<file path="config.mk">
export PLATFORM = sky130hd
export DESIGN_NAME = cid_top
export DESIGN_NICKNAME = d
export VERILOG_FILES = /design/src/common/cid_pkg.sv /design/src/rtl/cid_line.sv /design/src/rtl/cid_top.sv
export SDC_FILE = /design/constraint.sdc
export NUM_CORES = 2
export LEC_CHECK = 0
export BUFFER_PORTS_ARGS = -buffer_cell sky130_fd_sc_hd__buf_2
export CORE_MARGIN = 2
export CORE_UTILIZATION = 65
export DETAILED_ROUTE_END_ITERATION = 6
export PLACE_DENSITY = 0.87
export SETUP_SLACK_MARGIN = 0.02
export SLEW_MARGIN = 10
export SYNTH_ARGS = -nofsm -noshare
export SYNTH_HDL_FRONTEND = slang
export SYNTH_SLANG_ARGS = --single-unit
</file>
<file path="constraint.sdc">
create_clock -name MCLK -period 25.3 [get_ports MCLK]
set_input_delay 1.265 -clock MCLK [delete_from_list [all_inputs] [get_ports MCLK]]
set_output_delay 1.265 -clock MCLK [all_outputs]
set_load 0.01 [all_outputs]
</file>
<file path="src/common/cid_pkg.sv">
package cid_pkg;
	localparam int CID_LINES = 12;
	localparam int CID_AW    = 8;

	localparam logic [7:0] CID_REG_PULSE      = 8'h00;
	localparam logic [7:0] CID_REG_PULSE_SET  = 8'h10;
	localparam logic [7:0] CID_REG_PULSE_CLR  = 8'h20;
	localparam logic [7:0] CID_REG_ARM        = 8'h30;
	localparam logic [7:0] CID_REG_ENABLE     = 8'h34;
	localparam logic [7:0] CID_REG_REQUEST    = 8'h38;
	localparam logic [7:0] CID_REG_STATUS     = 8'h3C;
	localparam logic [7:0] CID_REG_MASK       = 8'h40;
	localparam logic [7:0] CID_REG_PIN_DIR    = 8'h44;
	localparam logic [7:0] CID_REG_PIN_TERM   = 8'h48;
	localparam logic [7:0] CID_REG_CLKSEL     = 8'h4C;
	localparam logic [7:0] CID_REG_ERROR      = 8'h50;
	localparam logic [7:0] CID_REG_PIN_ROUTE  = 8'h54;
	localparam logic [7:0] CID_REG_LINE_CFG   = 8'h80;
	localparam logic [7:0] CID_REG_LINE_CNT   = 8'hC0;
	localparam logic [7:0] CID_REG_LINE_MASK  = 8'hC0;
	localparam logic [7:0] CID_REG_IDX_MASK   = 8'h3C;

	// source select codes in line configuration bits [3:0]
	localparam logic [3:0] CID_SRC_NONE  = 4'h0;
	localparam logic [3:0] CID_SRC_TIMER = 4'h1;
	localparam logic [3:0] CID_SRC_PULSE = 4'h2;
	localparam logic [3:0] CID_SRC_EDGE  = 4'h3;
	localparam logic [3:0] CID_SRC_GPS   = 4'h4;
	localparam logic [3:0] CID_SRC_IRIG  = 4'h5;
	localparam int CID_CFG_SRC_LSB  = 0;
	localparam int CID_CFG_IDX_LSB  = 4;
	localparam int CID_CFG_TRIG_LSB = 8;

	typedef enum logic [1:0] {
		CID_TRIG_RISE = 2'h0,
		CID_TRIG_FALL = 2'h1,
		CID_TRIG_HIGH = 2'h2,
		CID_TRIG_LOW  = 2'h3
	} cid_trig_t;

	localparam logic [11:0] CID_PIN_DIR_RESET  = 12'h03F;
	localparam logic [11:0] CID_PIN_TERM_RESET = 12'h000;
	localparam logic [3:0]  CID_ROUTE_NONE     = 4'hF;

	localparam logic [1:0] CID_ERR_INVAL   = 2'h1;
	localparam logic [1:0] CID_ERR_SLAVE   = 2'h2;

	localparam int CID_REF_HZ = 10_000_000;
	localparam int CID_CNT_W  = 16;
endpackage

</file>
<file path="src/rtl/cid_line.sv">
`timescale 1ns/1ps
module cid_line
	import cid_pkg::*;
(
	input  wire logic       clk,
	input  wire logic       rst,
	input  wire logic [1:0] trig,
	input  wire logic       level,
	input  wire logic       sw_request,
	output logic            fire
);
	logic last;

	always_ff @(posedge clk or posedge rst) begin
		if (rst) begin
			last <= 1'b0;
		end else begin
			last <= level;
		end
	end

	always_ff @(posedge clk or posedge rst) begin
		if (rst) begin
			fire <= 1'b0;
		end else begin
			case (cid_trig_t'(trig))
				CID_TRIG_RISE: fire <= (level & ~last) | sw_request;
				CID_TRIG_FALL: fire <= (~level & last) | sw_request;
				CID_TRIG_HIGH: fire <= level | sw_request;
				default:       fire <= ~level | sw_request;
			endcase
		end
	end
endmodule

</file>
<file path="src/rtl/cid_top.sv">
`timescale 1ns/1ps
module cid_top
	import cid_pkg::*;
#(
	parameter int LINES = CID_LINES
) (
	input  wire logic               MCLK,
	input  wire logic               RST,
	input  wire logic [CID_AW-1:0]  ADDR,
	input  wire logic [31:0]        WDATA,
	input  wire logic               WR,
	input  wire logic               RD,
	output logic [31:0]             RDATA,
	input  wire logic [LINES-1:0]   TIMER_EVT,
	input  wire logic [LINES-1:0]   EDGE_IN,
	input  wire logic               GPS_PPS,
	input  wire logic               IRIG_PPS,
	input  wire logic [LINES-1:0]   CHAIN_IRQ_IN,
	output logic [LINES-1:0]        CHAIN_IRQ_OUT,
	output logic [LINES-1:0]        CHAIN_IRQ_OE,
	input  wire logic [LINES-1:0]   PIN_IN,
	output logic [LINES-1:0]        PIN_OUT,
	output logic [LINES-1:0]        PIN_OE,
	output logic [LINES-1:0]        PIN_TERM,
	input  wire logic               DEDICATED_REF_CLOCK_PIN,
	output logic                    REF_CLK_SEL,
	output logic                    REF_CLK_OUT,
	input  wire logic               CHAIN_SLAVE,
	output logic                    GPS_TIME_EN,
	output logic                    IRQ
);
	// line fields and index decode are sized for twelve lines at most
	if (LINES < 1 || LINES > CID_LINES) begin : gen_bad_lines
		$error("LINES must be 1..12");
	end

	logic [LINES-1:0] pulse_gen;
	logic [LINES-1:0] armed;
	logic [LINES-1:0] enabled;
	logic [LINES-1:0] sw_req;
	logic [LINES-1:0] status;
	logic [LINES-1:0] mask;
	logic [LINES-1:0] pin_dir;
	logic [LINES-1:0] line_fire;
	logic [1:0]       err;
	logic             clk_ext;
	logic             clk_use_pin;
	logic [3:0]       clk_pin;
	logic [3:0]       route [LINES];
	logic [3:0]       src   [LINES];
	logic [3:0]       sidx  [LINES];
	logic [1:0]       trig  [LINES];
	logic [CID_CNT_W-1:0] count [LINES];
	logic [LINES-1:0] drive_val;
	logic [LINES-1:0] next_pin_out;
	logic             next_ref;

	function automatic logic is_reg(input logic [CID_AW-1:0] a,
			input logic [CID_AW-1:0] base);
		is_reg = (a == base);
	endfunction

	function automatic logic [3:0] reg_index(input logic [CID_AW-1:0] a);
		reg_index = 4'((a & CID_REG_IDX_MASK) >> 2);
	endfunction

	function automatic logic pick(input logic [LINES-1:0] v,
			input logic [3:0] i);
		pick = (int'(i) < LINES) ? v[i] : 1'b0;
	endfunction

	wire wr_route = WR && is_reg(ADDR, CID_REG_PIN_ROUTE);
	wire [3:0] route_pin = WDATA[3:0];
	wire [3:0] route_src = WDATA[7:4];
	// a pin routed onto itself would form a loop through the pad
	wire route_bad = wr_route && (route_src == route_pin);

	wire wr_line_cfg = WR && (ADDR & CID_REG_LINE_MASK) == CID_REG_LINE_CFG;
	wire [3:0] wr_idx = reg_index(ADDR);

	// per-line source mux
	always_comb begin
		drive_val = '0;
		for (int i = 0; i < LINES; i++) begin
			case (src[i])
				CID_SRC_TIMER: drive_val[i] = pick(TIMER_EVT, sidx[i]);
				CID_SRC_PULSE: drive_val[i] = pick(pulse_gen, sidx[i]);
				CID_SRC_EDGE:  drive_val[i] = pick(EDGE_IN & ~pin_dir,
						sidx[i]);
				CID_SRC_GPS:   drive_val[i] = GPS_PPS;
				CID_SRC_IRIG:  drive_val[i] = IRIG_PPS;
				default:       drive_val[i] = 1'b0;
			endcase
		end
	end

	always_ff @(posedge MCLK or posedge RST) begin
		if (RST) begin
			CHAIN_IRQ_OUT <= '0;
			CHAIN_IRQ_OE  <= '0;
		end else begin
			CHAIN_IRQ_OUT <= drive_val;
			for (int i = 0; i < LINES; i++) begin
				CHAIN_IRQ_OE[i] <= (src[i] != CID_SRC_NONE);
			end
		end
	end

	// line configuration: source, source index, trigger
	always_ff @(posedge MCLK or posedge RST) begin
		if (RST) begin
			for (int i = 0; i < LINES; i++) begin
				src[i]  <= CID_SRC_NONE;
				sidx[i] <= '0;
				trig[i] <= CID_TRIG_RISE;
			end
		end else if (wr_line_cfg && int'(wr_idx) < LINES) begin
			src[wr_idx]  <= WDATA[CID_CFG_SRC_LSB +: 4];
			sidx[wr_idx] <= WDATA[CID_CFG_IDX_LSB +: 4];
			trig[wr_idx] <= WDATA[CID_CFG_TRIG_LSB +: 2];
		end
	end

	genvar g;
	generate
		for (g = 0; g < LINES; g++) begin : gen_line
			cid_line u_line (
				.clk        (MCLK),
				.rst        (RST),
				.trig       (trig[g]),
				.level      (CHAIN_IRQ_IN[g]),
				.sw_request (sw_req[g]),
				.fire       (line_fire[g])
			);
		end
	endgenerate

	// pulse generators with atomic set and clear
	always_ff @(posedge MCLK or posedge RST) begin
		if (RST) begin
			pulse_gen <= '0;
		end else if (WR && is_reg(ADDR, CID_REG_PULSE)) begin
			pulse_gen <= WDATA[LINES-1:0];
		end else if (WR && is_reg(ADDR, CID_REG_PULSE_SET)) begin
			pulse_gen <= pulse_gen | WDATA[LINES-1:0];
		end else if (WR && is_reg(ADDR, CID_REG_PULSE_CLR)) begin
			pulse_gen <= pulse_gen & ~WDATA[LINES-1:0];
		end
	end

	always_ff @(posedge MCLK or posedge RST) begin
		if (RST) begin
			armed   <= '0;
			enabled <= '0;
			mask    <= '0;
		end else begin
			if (WR && is_reg(ADDR, CID_REG_ARM)) begin
				armed <= WDATA[LINES-1:0];
			end
			if (WR && is_reg(ADDR, CID_REG_ENABLE)) begin
				enabled <= WDATA[LINES-1:0];
			end
			if (WR && is_reg(ADDR, CID_REG_MASK)) begin
				mask <= WDATA[LINES-1:0];
			end
		end
	end

	// software request is a one-cycle pulse per written bit
	always_ff @(posedge MCLK or posedge RST) begin
		if (RST) begin
			sw_req <= '0;
		end else if (WR && is_reg(ADDR, CID_REG_REQUEST)) begin
			sw_req <= WDATA[LINES-1:0];
		end else begin
			sw_req <= '0;
		end
	end

	// sticky status; a new fire beats the clear-on-read
	wire rd_status = RD && is_reg(ADDR, CID_REG_STATUS);
	wire [LINES-1:0] report = line_fire & armed & enabled;
	always_ff @(posedge MCLK or posedge RST) begin
		if (RST) begin
			status <= '0;
		end else begin
			status <= (rd_status ? '0 : status) | report;
		end
	end

	always_ff @(posedge MCLK or posedge RST) begin
		if (RST) begin
			IRQ <= 1'b0;
		end else begin
			IRQ <= |(((rd_status ? '0 : status) | report) & mask);
		end
	end

	// fire counts wrap; software reads the difference
	always_ff @(posedge MCLK or posedge RST) begin
		if (RST) begin
			for (int i = 0; i < LINES; i++) begin
				count[i] <= '0;
			end
		end else begin
			for (int i = 0; i < LINES; i++) begin
				if (report[i]) begin
					count[i] <= count[i] + CID_CNT_W'(1);
				end
			end
		end
	end

	// pin direction, termination and routing
	always_ff @(posedge MCLK or posedge RST) begin
		if (RST) begin
			pin_dir  <= CID_PIN_DIR_RESET;
			PIN_TERM <= CID_PIN_TERM_RESET;
		end else begin
			if (WR && is_reg(ADDR, CID_REG_PIN_DIR)) begin
				pin_dir <= WDATA[LINES-1:0];
			end
			if (WR && is_reg(ADDR, CID_REG_PIN_TERM)) begin
				PIN_TERM <= WDATA[LINES-1:0];
			end
		end
	end

	always_ff @(posedge MCLK or posedge RST) begin
		if (RST) begin
			for (int i = 0; i < LINES; i++) begin
				route[i] <= CID_ROUTE_NONE;
			end
		end else if (wr_route && !route_bad && int'(route_pin) < LINES) begin
			route[route_pin] <= route_src;
		end
	end

	always_ff @(posedge MCLK or posedge RST) begin
		if (RST) begin
			err <= '0;
		end else if (route_bad) begin
			err <= CID_ERR_INVAL;
		end else if (CHAIN_SLAVE && WR && is_reg(ADDR, CID_REG_CLKSEL)
				&& WDATA[2]) begin
			err <= CID_ERR_SLAVE;
		end else if (RD && is_reg(ADDR, CID_REG_ERROR)) begin
			err <= '0;
		end
	end

	always_comb begin
		for (int i = 0; i < LINES; i++) begin
			next_pin_out[i] = (route[i] == CID_ROUTE_NONE) ? 1'b0 :
					pick(PIN_IN & ~pin_dir, route[i]);
		end
	end

	always_ff @(posedge MCLK or posedge RST) begin
		if (RST) begin
			PIN_OUT <= '0;
			PIN_OE  <= CID_PIN_DIR_RESET;
		end else begin
			PIN_OUT <= next_pin_out & pin_dir;
			PIN_OE  <= pin_dir;
		end
	end

	// clock select: bit0 external, bit1 use pin, bit2 gps, [7:4] pin
	always_ff @(posedge MCLK or posedge RST) begin
		if (RST) begin
			clk_ext     <= 1'b0;
			clk_use_pin <= 1'b0;
			clk_pin     <= '0;
			GPS_TIME_EN <= 1'b0;
		end else begin
			if (WR && is_reg(ADDR, CID_REG_CLKSEL)) begin
				clk_ext     <= WDATA[0];
				clk_use_pin <= WDATA[1];
				clk_pin     <= WDATA[7:4];
				GPS_TIME_EN <= WDATA[2] && !CHAIN_SLAVE;
			end else if (CHAIN_SLAVE) begin
				GPS_TIME_EN <= 1'b0;
			end
		end
	end

	always_comb begin
		if (clk_use_pin) begin
			next_ref = pick(PIN_IN & ~pin_dir, clk_pin);
		end else begin
			next_ref = DEDICATED_REF_CLOCK_PIN;
		end
	end

	// reference is sampled; the time base downstream picks it by select
	always_ff @(posedge MCLK or posedge RST) begin
		if (RST) begin
			REF_CLK_SEL <= 1'b0;
			REF_CLK_OUT <= 1'b0;
		end else begin
			REF_CLK_SEL <= clk_ext;
			REF_CLK_OUT <= clk_ext & next_ref;
		end
	end

	// read port, data valid the cycle after RD
	always_ff @(posedge MCLK or posedge RST) begin
		if (RST) begin
			RDATA <= '0;
		end else if (RD) begin
			RDATA <= '0;
			if ((ADDR & CID_REG_LINE_MASK) == CID_REG_LINE_CFG) begin
				if (int'(wr_idx) < LINES) begin
					RDATA[3:0]  <= src[wr_idx];
					RDATA[7:4]  <= sidx[wr_idx];
					RDATA[9:8]  <= trig[wr_idx];
				end
			end else if ((ADDR & CID_REG_LINE_MASK) == CID_REG_LINE_CNT) begin
				if (int'(wr_idx) < LINES) begin
					RDATA[CID_CNT_W-1:0] <= count[wr_idx];
				end
			end else if (is_reg(ADDR, CID_REG_PULSE)) begin
				RDATA[LINES-1:0] <= pulse_gen;
			end else if (is_reg(ADDR, CID_REG_ARM)) begin
				RDATA[LINES-1:0] <= armed;
			end else if (is_reg(ADDR, CID_REG_ENABLE)) begin
				RDATA[LINES-1:0] <= enabled;
			end else if (is_reg(ADDR, CID_REG_STATUS)) begin
				RDATA[LINES-1:0] <= status;
			end else if (is_reg(ADDR, CID_REG_MASK)) begin
				RDATA[LINES-1:0] <= mask;
			end else if (is_reg(ADDR, CID_REG_PIN_DIR)) begin
				RDATA[LINES-1:0] <= pin_dir;
			end else if (is_reg(ADDR, CID_REG_PIN_TERM)) begin
				RDATA[LINES-1:0] <= PIN_TERM;
			end else if (is_reg(ADDR, CID_REG_CLKSEL)) begin
				RDATA[7:0] <= {clk_pin, 1'b0, GPS_TIME_EN, clk_use_pin,
						clk_ext};
			end else if (is_reg(ADDR, CID_REG_ERROR)) begin
				RDATA[1:0] <= err;
			end else if (is_reg(ADDR, CID_REG_PIN_ROUTE)) begin
				RDATA[LINES-1:0] <= CHAIN_IRQ_IN;
			end
		end else begin
			RDATA <= '0;
		end
	end
endmodule

</file>
Word level (Yosys, flattened, before mapping)
Index checks and enable logic that the tools add are counted.

word-level totals
  flip-flop bits (word level) = 572
  bits of input ports = 96
  output and inout port bits = 96
  word-level logic and storage cells = 684

operators by class
  $add $sub $neg = 12
  order comparisons = 56
  equal/unequal tests = 111
  muxes and demuxes = 235
  bitwise operators = 110
  reduce and logical (&&, ||, !) cells = 55

operator list
  cell                                                                   number
  1-bit binary-select mux with 4-bit select                              49
  16-bit by 1-bit adder with 16-bit output (second input constant)       12
  12-bit two-way mux                                                     14
  48-bit bitwise mux                                                     3
  4-bit by 5-bit < comparator with 1-bit output (second input constant)  25
  1-bit two-way mux                                                      113
  4-bit < comparator (second input constant)                             27
  4-bit by 2-bit == test with 1-bit output (second input constant)       24
  4-bit by 3-bit == test with 1-bit output (second input constant)       24
  12-bit AND                                                             7
  16-bit binary-select mux with 4-bit select                             1
  16-bit two-way mux                                                     4
  1-bit one-hot mux with 5 select lines                                  12
  4-bit by 1-bit == test with 1-bit output (second input constant)       12
  4-bit == test (second input constant)                                  12
  8-bit by 7-bit == test with 1-bit output (second input constant)       6
  1-bit bitwise OR                                                       48
  4-bit nonzero test                                                     12
  8-bit by 6-bit == test with 1-bit output (second input constant)       5
  1-bit one-hot mux with 3 select lines                                  12
  4-bit binary-select mux with 4-bit select                              2
  4-bit demux with 4-bit select                                          2
  4-bit two-way mux                                                      8
  10-bit two-way mux                                                     3
  24 further kinds                                                       142

Longest topological paths before layout
  depth after elaboration = 14
  gate-level depth with buffers = 10
  depth with buffers taken out = 7

Hierarchy
From an unflattened synthesis, not the netlist that was laid out.

unflattened totals
  cell total of the unflattened synthesis = 2539
  area total of the unflattened synthesis = 31192.4 um^2

modules (own cells, without submodules)
  module    instances  cells each  area an instance (um^2)  sequential area each (um^2)
  cid_top   1          2455        30186.5                  13387.8
  cid_line  12         7           83.8                     50.0

Least setup slack after synthesis
No wires, ideal clock.

  kind = input to register
  start point = input port ADDR[3]
  end point = register route[0] (netlist bit)
  library setup time = 0.082 ns
  arrival time = 3.004 ns
  data required time = 25.218 ns
  setup slack = 22.214 ns
  stages = 9
  buffers on the path = 3
  cells stage by stage = buf_2 -> nor2b_2 -> clkbuf_2 -> and3_1 -> buf_4 -> nand3_4 -> or3_4 -> nor3b_4 -> mux2_2

between the ends
  longest elaborated chain between the ends = 6

RTL lines
  element                                     RTL line        RTL
  start: declaration                          cid_top.sv:9    input wire logic [CID_AW-1:0] ADDR,
  8-bit by 7-bit == test with 1-bit output *  cid_top.sv:60   is_reg = (a == base);
  1-bit logical AND *                         cid_top.sv:72   wire wr_route = WR && is_reg(ADDR, CID_REG_PIN_ROUTE);
  1-bit logical AND                           cid_top.sv:76   wire route_bad = wr_route && (route_src == route_pin);
  1-bit zero test                             cid_top.sv:234  end else if (wr_route && !route_bad && int'(route_pin) < LINES) begin
  1-bit logical AND * (2 in series)           cid_top.sv:234
  end signal: indexed assignment              cid_top.sv:235  route[route_pin] <= route_src;
  end: declaration                            cid_top.sv:49   logic [3:0] route [LINES];

Mark *: on every way between the ends. The rest lies on a longest branch, timed or not.
A chain may end at the register's enable or synchronous reset.

==> flow_summary.toml <==
[placement]
io_buffers = 155
dp_hpwl_um = 63800
dpl-instance-area_um2 = 31900
gp_congestion = 1.01
pre_cts_ws_ns = 20.45

[timing]
post-route-min-period_ns = 4.06
relSlewSlack = 0.0786
worst_slack_ns = 21.24
setup_tns_ns = 0
hold_viol = 0
finalClockSkew_ns = 0.0268
period_share = 0.161
worstMarginPinSlew_ns = 1.38
rsz0062_at_grt = "no"
setup_violations = 0
final_max_slew_viol_count = 0
timing.fmax_mhz = 246

[clocking]
clock_path_buffers = 3
htree_levels = 2
root_buffer = "clkbuf_16"
cts_setup_buffers = 0
cts_buffers = 57
cts_resized = 0
clock_latency_ns = 0.65
clk_pin_slew_worst_paths_ns = 0.06
cts_sinks = 556
hold_buffers = 0
cts_tree = "built"

[job]
cap_violations = 0

[synthesis]
yosys_warnings = 0
ys.flop_type = "dfrtp_1"
synth.cell_area_um2 = 31100
ys_ff_latch = 556
synth_area_per_cell_um2 = 11.6
synth_edf_count = 0
synthArstFlopShare = 1.00
yosysTopAreaCellShare = 0.399
ys_types = 70
synth_area_leader_cell = "dfrtp_1"
ys_seq_area_frac = 0.450
synth.area.top_cells = "dfrtp_1 (40%), mux4_2 (15%), mux2_2 (8.3%)"
syn_inst = 2673

[critical_path]
critical_path.top_delay_family = "buffers and inverters"
cp_max_fo = 110
crit_path_start_kind = "input port"
r2r_cells = 6
critPathRequiredTime_ns = 25.92
criticalPathCategory = "input port to async pin"
slowest_delay_ns = 0.88
cp_num_buf_inv = 5
r2r_start = "pin_dir[7]$_DFFE_PP0P_"
cp.arrival_ns = 4.68
r2r-end = "CHAIN_IRQ_OUT[8]$_DFF_PP0_"
cp_cell_sequence = "buf_2, inv_8, buf_4, buf_4, buf_4"
cp-end-kind = "async pin"
crit_path_top_delay_cell = "buf_4"
cp_common_cell = "buf_4"
r2r_slack_ns = 22.38

[detailed_routing]
antenna_left = 0
wl_per_cell_um = 29.0
drt_iter0_markers = 3981
drc = 0
totalWireLength_um = 97500
dr.pass1.iters = 7
vias_per_cell = 7.32
num_vias = 24600

[floorplan]
dieArea_um2 = 49600
row_count = 80
ios = 192
start_util = 0.655
core_area_um2 = 47400
die-height_um = 223
die-width_um = 223

[global_route]
grt_pass1_wl_um = 148000
grt_pass1_vias = 24200
antenna_found_initial = 8
grt-ovfl-total = 0
grt_usage = 0.397
grt_max_degree = 111

[finish]
final_net_count = 2811
layout_commonest_cell = "dfrtp_1"
drive_gt1_frac = 0.290
syn2layout_area_growth_pct = 9.36
mostFrequentLayoutCells = "dfrtp_1 (496), nand2_1 (233), mux2_2 (229)"
final_cell_area_um2 = 34000

[worst_hold_path]
hold_start = "sw_req[6]$_DFF_PP0_"
worstHoldEndpoint = "gen_line[6].u_line.fire$_DFF_PP0_"
hp-class = "flip-flop to flip-flop"
min_path_cells = 1

[power]
ir_worst_vdd_mv = 0.0587
power_density_nw_per_um2 = 66.5
total_power_w = 0.00226
p_leak_nw = 14.8

[status]
status = "completed"
[state kept, by name, indices dropped and copies added (netlist names), 2 cells and up, named ones only]
| signal | flops |
|---|---|
| RDATA | 16 |
| PIN_OUT | 12 |
| src | 48 |
| err | 2 |
| route | 48 |
| armed | 12 |
| enabled | 12 |
| CHAIN_IRQ_OE | 12 |
| sidx | 48 |
| gen_line.u_line.fire | 12 |
| trig | 24 |
| count | 192 |
| clk_pin | 4 |
| status | 12 |
| pin_dir | 12 |
| PIN_TERM | 12 |
| CHAIN_IRQ_OUT | 12 |
| sw_req | 12 |
| mask | 12 |
| PIN_OE | 12 |
| gen_line.u_line.last | 12 |
[kinds of logic (layout without fill, tap and decap cells)]
logic type      count (synthesis)  in the layout  share of synthesized area
xor+xnor                      208            208                     0.0586
fa+ha+maj                      12             12                    0.00483
compound gates                370            370                     0.0762
simple gates                  771            771                      0.124
mux                           491            491                      0.250
other cells                     1             19                   0.000121
buf+inv                       264            324                     0.0363
flops                         556            556                      0.450
[report_power, final]
group / internal (W) / switching (W)
combinational: 0.000145 / 0.000162
sequential: 0.000942 / 0.0000914
clock: 0.000547 / 0.000371
total: 0.00163 / 0.000625
[through the flow]
step	utilization	std cells	hold WS, ns
2_1_floorplan	-	2688	0.376
5_1_grt	0.716	3366	0.435
4_1_cts	0.716	3363	0.426
3_5_place_dp	0.673	3259	0.414
6_report	0.716	3366	0.425
3_3_place_gp	0.673	3259	0.413
[cell usage after synthesis (23+ instances only)]
cell,instances
a21oi_1,75
a31oi_1,38
and3_1,36
buf_2,39
buf_4,23
clkbuf_1,152
dfrtp_1,496
dfstp_2,60
inv_1,36
mux2_2,229
mux2i_1,57
mux4_2,205
nand2_1,233
nand2b_1,44
nand3_1,81
nand4_1,63
nor2_1,167
nor2b_1,32
nor3_1,27
o21ai_0,104
xnor2_1,146
xor2_1,62
[how the worst max path moves through the flow]
stage | start | to | slack (ns) | cells past startpoint
floorplan | RST | CHAIN_IRQ_OE[0]$_DFF_PP0_ | 8.59 | 1
global placement | RST | PIN_OUT[5]$_DFF_PP0_ | 20.61 | 5
detailed placement | RST | PIN_OUT[5]$_DFF_PP0_ | 20.45 | 5
CTS | RST | trig[14]$_DFFE_PP0P_ | 21.14 | 5
global route | RST | PIN_OUT[7]$_DFF_PP0_ | 20.66 | 5
finish | RST | PIN_OUT[1]$_DFF_PP0_ | 21.24 | 5
[area by class of cell]
class / instances / area [um^2]
Fill cell: 3011 / 13500
Timing Repair Buffer: 182 / 987
Clock inverter: 25 / 357
Sequential cell: 556 / 14000
Clock buffer: 79 / 1690
Inverter: 38 / 150
Multi-Input combinational cell: 1868 / 16000
Tap cell: 615 / 769
Antenna cell: 3 / 7.51
[metal layers]
metal / up-vias / GRT usage / routed length (um) / part of all wire
met5: - / 0.0108 / 95 / 0.00097
met4: 6 / 0.188 / 5290 / 0.054
met2: 2106 / 0.568 / 42000 / 0.43
li1: 9835 / - / - / -
met3: 495 / 0.127 / 14600 / 0.15
met1: 12200 / 0.555 / 35500 / 0.36
Note: power is estimated with default switching activity, not from simulation.
